--- config.mk ---
export PLATFORM = sky130hd
export DESIGN_NAME = dwdt_top
export DESIGN_NICKNAME = d
export VERILOG_FILES = /design/src/design/dwdt_pkg.sv /design/src/design/dwdt_cnt_if.sv /design/src/design/dwdt_counter.sv /design/src/design/dwdt_top.sv
export SDC_FILE = /design/constraint.sdc
export NUM_CORES = 1
export LEC_CHECK = 0
export BUFFER_PORTS_ARGS = -buffer_cell sky130_fd_sc_hd__buf_2
export CORE_AREA = 2 2 75 77
export CTS_CLUSTER_DIAMETER = 30
export DETAILED_ROUTE_END_ITERATION = 12
export DIE_AREA = 0 0 77 79
export PLACE_DENSITY = 0.77
export SLEW_MARGIN = 0
export SYNTH_ARGS = -nofsm -noshare
export SYNTH_HDL_FRONTEND = slang
export SYNTH_HIERARCHICAL = 1
export SYNTH_SLANG_ARGS = --single-unit
--- constraint.sdc ---
create_clock -name ref_clk_i -period 2.9 [get_ports ref_clk_i]
set_input_delay 0.435 -clock ref_clk_i [delete_from_list [all_inputs] [get_ports ref_clk_i]]
set_output_delay 0.435 -clock ref_clk_i [all_outputs]
set_load 0.02 [all_outputs]
--- src/design/dwdt_pkg.sv ---
// Package of constants shared by the dual watchdog design.
// Assumes a single 50 MHz clock and slow-oscillator ticks arriving as enables.
// ********************************************************************
// What this block does
// ********************************************************************
package dwdt_pkg;
  localparam int          CNT_W      = 13;
  localparam logic [12:0] CNT_RST    = 13'h0FFF;  // Largest positive start value.
  localparam logic [12:0] CNT_ZERO   = 13'h0000;
  localparam logic [12:0] CNT_RESET  = 13'h1FF0;  // Minus sixteen.
  localparam int          MAX_LP_S   = 84;        // Seconds on the low-power RC.
  localparam int          MAX_ALT_S  = 180;       // Seconds on the alternative RC.
endpackage

--- src/design/dwdt_cnt_if.sv ---
// Interface carrying one watchdog's control and status.
// Assumes both ends run on ref_clk_i.
`timescale 1ns/1ps
interface dwdt_cnt_if;
  logic        tick;
  logic        freeze;
  logic        reload;
  logic [12:0] reload_val;
  logic [12:0] count;
  logic        irq;
  logic        rst_req;
  modport ctl (output tick, freeze, reload, reload_val, input count, irq, rst_req);
  modport cnt (input tick, freeze, reload, reload_val, output count, irq, rst_req);
endinterface

--- src/design/dwdt_counter.sv ---
// One 13-bit signed down-counting watchdog.
// Assumes tick is a one-cycle enable from the slow oscillator.
`timescale 1ns/1ps
module dwdt_counter (
  input  wire logic ref_clk_i,
  input  wire logic rstn_i,
  dwdt_cnt_if.cnt   bus
);
  // ********************************************************************
  // Counter
  // ********************************************************************
  logic [12:0] cnt_r;

  // Counts down on each unfrozen tick until minus sixteen, where it holds; a reload wins over the tick.
  always_ff @(posedge ref_clk_i) begin
    if (!rstn_i) begin
      cnt_r <= dwdt_pkg::CNT_RST;
    end else if (bus.reload) begin
      cnt_r <= bus.reload_val;
    end else if (bus.tick && !bus.freeze && $signed(cnt_r) > $signed(dwdt_pkg::CNT_RESET)) begin
      cnt_r <= cnt_r - 13'h0001;
    end
  end

  // Signed compare: zero or below raises the interrupt, minus sixteen the reset.
  assign bus.count   = cnt_r;
  assign bus.irq     = ($signed(cnt_r) <= $signed(dwdt_pkg::CNT_ZERO));
  // A reload below minus sixteen counts as past the reset point as well.
  assign bus.rst_req = ($signed(cnt_r) <= $signed(dwdt_pkg::CNT_RESET));

  AST_FREEZE_HOLD: assert property (@(posedge ref_clk_i) disable iff (!rstn_i)
    bus.freeze && !bus.reload |=> cnt_r == $past(cnt_r))
    else $error("Counter moved while frozen.");
  AST_DEC: assert property (@(posedge ref_clk_i) disable iff (!rstn_i)
    bus.tick && !bus.freeze && !bus.reload && !bus.rst_req
    |=> cnt_r == $past(cnt_r) - 13'h0001)
    else $error("Counter did not decrement.");
  AST_RELOAD: assert property (@(posedge ref_clk_i) disable iff (!rstn_i)
    bus.reload |=> cnt_r == $past(bus.reload_val))
    else $error("Reload not taken.");
  AST_IRQ_ZERO: assert property (@(posedge ref_clk_i) disable iff (!rstn_i)
    cnt_r == dwdt_pkg::CNT_ZERO |-> bus.irq && !bus.rst_req)
    else $error("Zero did not interrupt.");
  AST_RST_M16: assert property (@(posedge ref_clk_i) disable iff (!rstn_i)
    $signed(cnt_r) > $signed(dwdt_pkg::CNT_RESET) |-> !bus.rst_req)
    else $error("Reset raised too early.");

  // The interface carries 13-bit counts; refuse any other width.
  if (dwdt_pkg::CNT_W != 13) begin : g_width_chk
    $error("Counter width must be 13 bits.");
  end
endmodule // dwdt_counter

--- src/design/dwdt_top.sv ---
// Top of the dual watchdog: system and radio CPU watchdogs.
// Assumes slow oscillator ticks arrive as one-cycle enables on ref_clk_i.
// Assumes reloads and debug halts are synchronous levels or pulses from the CPUs.
// Assumes the reset logic outside acts on hw_reset_o and later pulls rstn_i low.
`timescale 1ns/1ps
module dwdt_top (
  input  wire logic        ref_clk_i,
  input  wire logic        rstn_i,
  input  wire logic        sys_tick_i,
  input  wire logic        radio_tick_i,
  input  wire logic        sys_debug_halt_i,
  input  wire logic        radio_debug_halt_i,
  input  wire logic        sys_reload_i,
  input  wire logic [12:0] sys_reload_val_i,
  input  wire logic        radio_reload_i,
  input  wire logic [12:0] radio_reload_val_i,
  output logic [12:0]      sys_count_o,
  output logic [12:0]      radio_count_o,
  output logic             sys_nmi_o,
  output logic             radio_irq_o,
  output logic             hw_reset_o
);
  // ********************************************************************
  // Watchdog instances
  // ********************************************************************
  dwdt_cnt_if sys_if ();
  dwdt_cnt_if rad_if ();
  logic       freeze;

  // Either CPU in debug halts both counters. A single shared freeze keeps
  // the two watchdogs in step, so a debugger stopping one CPU never lets
  // the other CPU's watchdog fire behind its back.
  assign freeze            = sys_debug_halt_i | radio_debug_halt_i;
  assign sys_if.tick       = sys_tick_i;     // Always-on tick, never gated by sleep.
  assign sys_if.freeze     = freeze;
  assign sys_if.reload     = sys_reload_i;
  assign sys_if.reload_val = sys_reload_val_i;
  assign rad_if.tick       = radio_tick_i;
  assign rad_if.freeze     = freeze;
  assign rad_if.reload     = radio_reload_i;
  assign rad_if.reload_val = radio_reload_val_i;

  // ********************************************************************
  // Count span and shared decoding
  // ********************************************************************
  // The longest watchdog time is the number of ticks from the reset value
  // down to the reset point. The tick rate comes from the slow oscillator
  // outside this block, so the span in seconds follows the chosen source:
  // the alternative oscillator gives the longer time, the low-power one the
  // shorter. Nothing here counts seconds; the span is fixed in ticks.
  localparam int SPAN_TICKS = int'(dwdt_pkg::CNT_RST)
                            - int'($signed(dwdt_pkg::CNT_RESET));

  // Swapped span constants would mislabel the two oscillators; refuse them.
  if (dwdt_pkg::MAX_ALT_S <= dwdt_pkg::MAX_LP_S) begin : g_span_chk
    $error("Alternative oscillator span must exceed the low-power span.");
  end

  // A reset value at or below zero would leave no interrupt before reset.
  if (SPAN_TICKS <= -int'($signed(dwdt_pkg::CNT_RESET))) begin : g_reach_chk
    $error("Reset value must lie above zero.");
  end

  // Both watchdogs decode status the same way; the checks below share this.
  function automatic logic at_or_below(input logic [12:0] c, input logic [12:0] lim);
    return $signed(c) <= $signed(lim);
  endfunction

  // Two separate 13-bit counters. The system one sits in the always-on
  // domain and the radio one in the radio domain; here they share the
  // clock and reset, and only their ticks and reloads differ.
  dwdt_counter u_sys (.ref_clk_i(ref_clk_i), .rstn_i(rstn_i), .bus(sys_if));
  dwdt_counter u_rad (.ref_clk_i(ref_clk_i), .rstn_i(rstn_i), .bus(rad_if));

  // ********************************************************************
  // Registered outputs
  // ********************************************************************
  // Each output has its own register, so the counts and the event lines
  // stand one clock behind the counters and never glitch on a compare.

  // System count as seen by the system CPU.
  always_ff @(posedge ref_clk_i) begin
    if (!rstn_i) begin
      sys_count_o <= dwdt_pkg::CNT_RST;
    end else begin
      sys_count_o <= sys_if.count;
    end
  end

  // Radio count as seen by the radio CPU.
  always_ff @(posedge ref_clk_i) begin
    if (!rstn_i) begin
      radio_count_o <= dwdt_pkg::CNT_RST;
    end else begin
      radio_count_o <= rad_if.count;
    end
  end

  // Non-maskable interrupt level to the system CPU.
  always_ff @(posedge ref_clk_i) begin
    if (!rstn_i) begin
      sys_nmi_o <= 1'b0;
    end else begin
      sys_nmi_o <= sys_if.irq;
    end
  end

  // Ordinary interrupt level to the radio CPU.
  always_ff @(posedge ref_clk_i) begin
    if (!rstn_i) begin
      radio_irq_o <= 1'b0;
    end else begin
      radio_irq_o <= rad_if.irq;
    end
  end

  // Hardware reset request from either watchdog.
  always_ff @(posedge ref_clk_i) begin
    if (!rstn_i) begin
      hw_reset_o <= 1'b0;
    end else begin
      hw_reset_o <= sys_if.rst_req | rad_if.rst_req;
    end
  end

  // ********************************************************************
  // Freeze run tracking
  // ********************************************************************
  // Counts cycles in which debug holds both counters and no reload arrives.
  // A long run lets one check look back over many cycles without a long
  // repetition in the property.
  logic [7:0] hold_run_r;

  // Saturating run length; any reload or the end of the halt starts over.
  always_ff @(posedge ref_clk_i) begin
    if (!rstn_i) begin
      hold_run_r <= 8'h00;
    end else if (!freeze || sys_reload_i || radio_reload_i) begin
      hold_run_r <= 8'h00;
    end else if (hold_run_r != 8'hFF) begin
      hold_run_r <= hold_run_r + 8'h01;
    end
  end

  // ********************************************************************
  // Checks
  // ********************************************************************
  // Outputs are checked against the counters one cycle earlier, and the
  // counters against the shared decoding, so a fault is pinned to a stage.

  AST_RESET_OUT: assert property (@(posedge ref_clk_i) disable iff (!rstn_i)
    (sys_if.rst_req || rad_if.rst_req) |=> hw_reset_o)
    else $error("Hardware reset not raised.");
  AST_NMI_OUT: assert property (@(posedge ref_clk_i) disable iff (!rstn_i)
    sys_if.irq |=> sys_nmi_o)
    else $error("NMI not raised.");
  AST_RAD_IRQ: assert property (@(posedge ref_clk_i) disable iff (!rstn_i)
    !rad_if.irq |=> !radio_irq_o)
    else $error("Spurious radio interrupt.");
  COV_NMI:   cover property (@(posedge ref_clk_i) disable iff (!rstn_i) $rose(sys_nmi_o));
  COV_RST:   cover property (@(posedge ref_clk_i) disable iff (!rstn_i) $rose(hw_reset_o));
  COV_FRZ:   cover property (@(posedge ref_clk_i) disable iff (!rstn_i) freeze && sys_tick_i);
  COV_RIRQ:  cover property (@(posedge ref_clk_i) disable iff (!rstn_i) $rose(radio_irq_o));
  COV_RCLR:  cover property (@(posedge ref_clk_i) disable iff (!rstn_i) $fell(hw_reset_o));

  // The interrupt drops one cycle after the system count leaves zero or below.
  AST_NMI_LOW: assert property (@(posedge ref_clk_i) disable iff (!rstn_i)
    !sys_if.irq |=> !sys_nmi_o)
    else $error("NMI raised with system count above zero.");

  // The radio interrupt follows its counter.
  AST_RAD_IRQ_HIGH: assert property (@(posedge ref_clk_i) disable iff (!rstn_i)
    rad_if.irq |=> radio_irq_o)
    else $error("Radio interrupt missing.");

  // No reset request without a counter at the reset point.
  AST_RESET_LOW: assert property (@(posedge ref_clk_i) disable iff (!rstn_i)
    !(sys_if.rst_req || rad_if.rst_req) |=> !hw_reset_o)
    else $error("Hardware reset raised without cause.");

  // The system count output lags its counter by one cycle.
  AST_SYS_CNT_OUT: assert property (@(posedge ref_clk_i) disable iff (!rstn_i)
    1'b1 |=> sys_count_o == $past(sys_if.count))
    else $error("System count output stale.");

  // The radio count output lags its counter by one cycle.
  AST_RAD_CNT_OUT: assert property (@(posedge ref_clk_i) disable iff (!rstn_i)
    1'b1 |=> radio_count_o == $past(rad_if.count))
    else $error("Radio count output stale.");

  // System status decodes at zero and at the reset point.
  AST_SYS_DECODE: assert property (@(posedge ref_clk_i) disable iff (!rstn_i)
    sys_if.irq == at_or_below(sys_if.count, dwdt_pkg::CNT_ZERO)
    && sys_if.rst_req == at_or_below(sys_if.count, dwdt_pkg::CNT_RESET))
    else $error("System status decode wrong.");

  // Radio status decodes at zero and at the reset point.
  AST_RAD_DECODE: assert property (@(posedge ref_clk_i) disable iff (!rstn_i)
    rad_if.irq == at_or_below(rad_if.count, dwdt_pkg::CNT_ZERO)
    && rad_if.rst_req == at_or_below(rad_if.count, dwdt_pkg::CNT_RESET))
    else $error("Radio status decode wrong.");

  // Eight frozen cycles without reload leave both counts where they were.
  AST_FREEZE_RUN: assert property (@(posedge ref_clk_i) disable iff (!rstn_i)
    hold_run_r == 8'h08 |-> sys_if.count == $past(sys_if.count, 8)
    && rad_if.count == $past(rad_if.count, 8))
    else $error("Count moved during a debug halt.");

  // Once at the reset point the system watchdog stays there until reloaded.
  AST_RST_STICKS: assert property (@(posedge ref_clk_i) disable iff (!rstn_i)
    sys_if.rst_req && !sys_reload_i |=> sys_if.rst_req)
    else $error("System reset request dropped without reload.");
endmodule // dwdt_top

==> results.toml, run 1 <==
[detailed_routing]
vias = 2312
wl_met1_mm = 2.78
ant_nets = 0
viasPerCell = 5.45
met2WireLength_mm = 2.49
wirelength_mm = 5.55
drcViolationCount = 0
first_iter_violations = 131
wl_per_cell_um = 13.1
dr_wl_met3_um = 232
firstDrtPassIters = 4
top_layer = "met4"

[setup_path]
crit_path_end_kind = "register"
critPathBufInv = 2
crit_end = "u_sys/bus.count[11]"
critPathLaunchType = "register"
rr_worst_depth = 7
cp_slowest_stage_delay_ns = 0.54
cp_max_fo = 7
r2r_start = "u_sys/bus.count[0]"
critical_path_class = "register to register"
cp_cell_sequence = "inv_1 > ha_1 > nor3b_1 > o31ai_2 > inv_1 > or4_1 > a31oi_1"
startpoint = "u_sys/bus.count[0]"
crit_cells = 7
crit_top_cell = "inv_1"
slowest_stage = "o31ai_2"
crit_family = "compound AO/OA/AOI/OAI gates"
r2r_slack_ns = 0.56
regToRegEndpoint = "u_sys/bus.count[11]"
cp.required_ns = 3.14
worstPathArrival_ns = 2.58

[synthesis]
synth-edff-count = 0
synth_xor_area_frac = 0
synth-simple-area-share = 0.341
syn-num-nets = 338
synth.avg_cell_area_um2 = 9.03
yosys_warnings = 6
synthAdderAreaFrac = 0.0185
async_flop_share = 0
synth_top_flop_cell = "dfxtp_1"
yosysUniqueCellTypes = 42
syn_inst = 300
ys_ff_latch = 55
synthMuxAreaShare = 0
synth_top_family_by_area = "simple AND/OR/NAND/NOR gates"
ys_seq_area_frac = 0.406
synth_compound_area_frac = 0.166
syn_area_mm2 = 0.00271

[clock_tree]
path_clk_slew_ns = 0.10
cts.hold.buffers_added = 0
clock_latency_ns = 0.30
numCtsBuffers = 5
clockRootBuffer = "clkbuf_8"
post_cts_resized = 0
cts.path.max_buffers = 2
cts_tree = "done"
htreeDepth = 2
tritoncts_num_sinks = 55
postCtsSetupBuffers = 0

[timing]
rsz0062_at_grt = "no"
fin_crit_sh = 0.807
timing.hold.ws_ns = 0.370
setup_viol = 0
max_slew_margin = 0.630
worst_pin_slew_ns = 0.552
min_period_ns = 2.34
finalMaxSlewViolations = 0
fin_tns_setup_ns = 0
fin_skew_ns = 0.00612
fmax_ghz = 0.427
final-hold-violation-count = 0

[power]
leakage_nw = 1.25
p_int_mw = 1.10
p_seq_frac = 0.561
pwr-share-comb = 0.131
peakVddDrop_v = 0.000245
swShare = 0.263
power_frac_clock = 0.308
switchingPower_mw = 0.392
power_density_mw_per_mm2 = 478

[hold_path]
hp-class = "primary input to register"

[finish]
areaGrowthSynthToFinish_pct = 14.9
drive_gt1_frac = 0.244
fill_cells = 508
diodes = 0
layout.cells.most_common = "buf_2"
nNetsFinal = 389
mostFrequentLayoutCells = "buf_2, dfxtp_1, nand2b_1"

[floorplanning]
die_area_mm2 = 0.00608
initial_core_util = 0.508
core_region_area_mm2 = 0.00534
io_pins = 63
die_y_um = 79
num_rows = 27
fp.dieW_um = 77

[placement]
io_buffers = 62
gp_congestion = 0.775
dp_hpwl_mm = 3.82

[grt]
grt_pass1_wl_mm = 8.96
grt_pass1_vias = 1997
grt.total_usage = 0.178
antenna_found_initial = 0
grt_max_degree = 54
overflow = 0

[flow_run]
max_cap_violations = 0

[status]
outcome = "complete, no violations"
## flip-flops by register name (all words and copies together), names as in the netlist
register,cells
u_rad/bus.count,13
radio_count_o,13
hw_reset_o,1
u_sys/bus.count,13
sys_nmi_o,1
sys_count_o,13
radio_irq_o,1
## worst min-delay path: stages
cell	delay (ns)
buf_2	0.07
nand2_1	0.04
o311ai_0	0.09
## area by class of cell
cell class | instances | area [um2] | area share
Inverter | 16 | 60.1 | 0.0193
Sequential cell | 55 | 1100 | 0.354
Clock inverter | 1 | 7.51 | 0.00241
Clock buffer | 7 | 96.3 | 0.0309
Multi-Input combinational cell | 208 | 1430 | 0.458
Tap cell | 72 | 90.1 | 0.0289
Timing Repair Buffer | 65 | 333 | 0.107
## routing by layer
layer,GRT usage,up-vias
met4,0.0429,0
li1,-,1210
met2,0.290,55
met5,0,-
met3,0.0352,4
met1,0.243,1043
## Yosys cell counts (2+ instances only)
| library cell | count | share of area |
|---|---|---|
| o21ai_0 | 4 | 0.0074 |
| a21oi_1 | 6 | 0.011 |
| nor2b_1 | 6 | 0.014 |
| or4_2 | 2 | 0.0065 |
| dfxtp_1 | 55 | 0.41 |
| and2_1 | 4 | 0.0092 |
| nor4_1 | 10 | 0.023 |
| o311a_2 | 2 | 0.0083 |
| nand4_1 | 6 | 0.014 |
| or4b_1 | 2 | 0.0074 |
| buf_6 | 3 | 0.012 |
| nand2_1 | 10 | 0.014 |
| o211ai_1 | 2 | 0.0055 |
| nor2_1 | 22 | 0.030 |
| clkbuf_1 | 12 | 0.017 |
| or3_1 | 10 | 0.023 |
| a21o_1 | 2 | 0.0055 |
| nand2b_1 | 26 | 0.060 |
| a31oi_1 | 4 | 0.0092 |
| or2_2 | 3 | 0.0069 |
| and3_1 | 2 | 0.0046 |
| and2b_1 | 2 | 0.0055 |
| inv_1 | 16 | 0.022 |
| buf_4 | 3 | 0.0083 |
| o311ai_0 | 2 | 0.0065 |
| o311a_1 | 10 | 0.037 |
| and3b_1 | 6 | 0.019 |
| nor3_1 | 6 | 0.011 |
| o31ai_1 | 4 | 0.011 |
| o31ai_2 | 2 | 0.0092 |
| a311oi_1 | 12 | 0.039 |
| dlygate4sd1_1 | 2 | 0.0065 |
| o211a_1 | 2 | 0.0074 |
| nand3_1 | 2 | 0.0037 |
| or4_1 | 4 | 0.011 |
| o31a_1 | 2 | 0.0065 |
| nor3b_1 | 6 | 0.017 |
| nand3b_1 | 16 | 0.044 |
| or4_4 | 4 | 0.017 |
| ha_1 | 4 | 0.018 |
## how the worst min path moves through the flow
stage	from	to	slack (ns)	depth (start not counted)
final	sys_reload_val_i[1]	u_sys/bus.count[1]	0.37	3
after CTS	sys_reload_val_i[6]	u_sys/bus.count[6]	0.37	3
after detailed placement	u_rad/bus.count[0]	radio_count_o[0]	0.47	1
after floorplan	u_rad/bus.count[2]	radio_count_o[2]	0.43	1
after global routing	radio_reload_val_i[1]	u_rad/bus.count[1]	0.37	3
after global placement	u_rad/bus.count[0]	radio_count_o[0]	0.49	1
## power by group through the flow
stage | clock [mW] | sequential, mW | combinational [mW]
2_1_floorplan | 0 | 0.860 | 0.124
3_3_place_gp | 0 | 0.852 | 0.192
4_1_cts | 0.470 | 0.834 | 0.196
3_5_place_dp | 0 | 0.851 | 0.195
6_report | 0.458 | 0.835 | 0.195
5_1_grt | 0.497 | 0.841 | 0.214
## per-stage QoR
step	setup WS (ns)	power, mW	utilization	cells	instance area (um2)
2_1_floorplan	0.625	0.984	-	300	2710
3_3_place_gp	0.466	1.04	0.564	416	3010
3_5_place_dp	0.411	1.05	0.564	416	3010
4_1_cts	0.582	1.50	0.583	424	3110
5_1_grt	0.358	1.55	0.583	424	3110
6_report	0.560	1.49	0.583	424	3110
## logic make-up after synthesis
logic type	count (synthesis)
simple gates	149
flops	55
compound gates	55
buf+inv	37
fa+ha+maj	4
No activity file was read; power rests on OpenSTA's default activity.
==> run 2, diff against run 1 <==
- clock period: 2.9 -> 2.4 ns (I/O delays scaled with it)
==> run 2 against run 1 <==
  * Core utilization rose by 0.73 points
  * Combinational power grew 28%
  * Wire length grew 6.2%
  * Setup slack worse by 0.34 ns
  * Clock skew grew 0.0031 ns
  * Worst hold slack got worse by 0.095 ns
  * Non-clock buffer count is 6 higher
  * Register-to-register slack worse by 0.34 ns
  * Die area unchanged
==> results.toml, run 2 (synthesis gave the netlist of run 1 again) <==
[status]
outcome = "complete, no violations"

[power]
pwr-share-comb = 0.142
swShare = 0.278
p_seq_frac = 0.571
peakVddDrop_v = 0.000295
switchingPower_mw = 0.489
power_density_mw_per_mm2 = 559
p_int_mw = 1.27
power_frac_clock = 0.287
leakage_nw = 1.27
total_power_mw = 1.76

[timing]
fin_tns_setup_ns = 0
fin_skew_ns = 0.00922
rsz0062_at_grt = "no"
timing.hold.ws_ns = 0.275
max_slew_margin = 0.668
finalMaxSlewViolations = 0
min_period_ns = 2.18
fmax_ghz = 0.459
setup_viol = 0
final-hold-violation-count = 0
fin_crit_sh = 0.907
setup_slack_ns = 0.223
worst_pin_slew_ns = 0.497

[setup_path]
crit_path_end_kind = "register"
cp.required_ns = 2.65
critical_path_class = "register to register"
cp_max_fo = 7
critPathLaunchType = "register"
worstPathArrival_ns = 2.43

[floorplanning]
core_region_area_mm2 = 0.00534
io_pins = 63
die_y_um = 79
die_area_mm2 = 0.00608
initial_core_util = 0.508
fp.dieW_um = 77
num_rows = 27

[detailed_routing]
wl_per_cell_um = 13.7
ant_nets = 0
viasPerCell = 5.64
first_iter_violations = 178
vias = 2424
wirelength_mm = 5.90
firstDrtPassIters = 4
drcViolationCount = 0

[finish]
drive_gt1_frac = 0.254
mostFrequentLayoutCells = "buf_2, dfxtp_1, nand2b_1"
nNetsFinal = 395
utilization = 0.590
final_area_mm2 = 0.00315
diodes = 0
fill_cells = 480
final_cells = 430
areaGrowthSynthToFinish_pct = 16.3
layout.cells.most_common = "buf_2"

[clock_tree]
clock_latency_ns = 0.31
htreeDepth = 2
tritoncts_num_sinks = 55
numCtsBuffers = 5
postCtsSetupBuffers = 0
post_cts_resized = 0
cts_tree = "done"
clockRootBuffer = "clkbuf_8"
path_clk_slew_ns = 0.10
cts.path.max_buffers = 2
cts.hold.buffers_added = 0

[placement]
dp_hpwl_mm = 4.04
io_buffers = 62
dp.cells = 422
gp_congestion = 0.778
dpl-instance-area_mm2 = 0.00307
dpl_worst_slack_ns = 0.0663

[grt]
grt_pass1_vias = 2139
overflow = 0
grt_pass1_wl_mm = 9.67
grt_max_degree = 90
antenna_found_initial = 0
grt.total_usage = 0.196

[flow_run]
max_cap_violations = 0

[hold_path]
hp-class = "primary input to register"
==> run 2: cell types whose count changed in the layout (fill, tap and decap cells not counted) <==
cell      before  now
buf_4          3    8
clkbuf_8       7    5
buf_12         0    1
clkbuf_1       0    1
clkinv_2       0    1
==> run 2: critical path, stage by stage (launching register included) <==
cell     delay [ns]
dfxtp_1        0.39
or4_4          0.58
or4_4          0.47
or4_1          0.52
a31oi_1        0.16
==> run 2: path summary, 6_finish.rpt <==
path                                     startpoint                   to  slack (ns)  cells past startpoint
worst max-delay path             u_rad/bus.count[6]  u_rad/bus.count[11]        0.22                      4
worst min-delay path            sys_reload_val_i[1]   u_sys/bus.count[1]        0.27                      3
worst max register to register   u_rad/bus.count[6]  u_rad/bus.count[11]        0.22                      4
worst min register to register   u_rad/bus.count[0]     radio_count_o[0]        0.50                      1
==> run 2: area by class of cell <==
type | instances | area (um2) | share of cell area
flip-flops and latches | 55 | 1100 | 0.349
clock inverters | 2 | 12.5 | 0.00397
inverters | 16 | 60.1 | 0.0191
well taps | 72 | 90.1 | 0.0286
clock buffers | 6 | 72.6 | 0.0230
multi-input cells | 208 | 1430 | 0.452
repair buffers | 71 | 390 | 0.124
==> run 2: metal layers <==
layer	vias up	GRT usage	wire [um]
met1	1098	0.270	2810
met3	7	0.0364	329
li1	1221	-	-
met2	98	0.307	2670
met4	0	0.0750	80
met5	-	0	0
==> run 2: power by group through the flow <==
stage | combinational [mW] | clock, mW | sequential, mW
floorplan | 0.149 | 0 | 1.04
global placement | 0.241 | 0 | 1.03
detailed placement | 0.247 | 0 | 1.03
CTS | 0.249 | 0.520 | 1.01
global route | 0.275 | 0.565 | 1.02
finish | 0.250 | 0.506 | 1.01
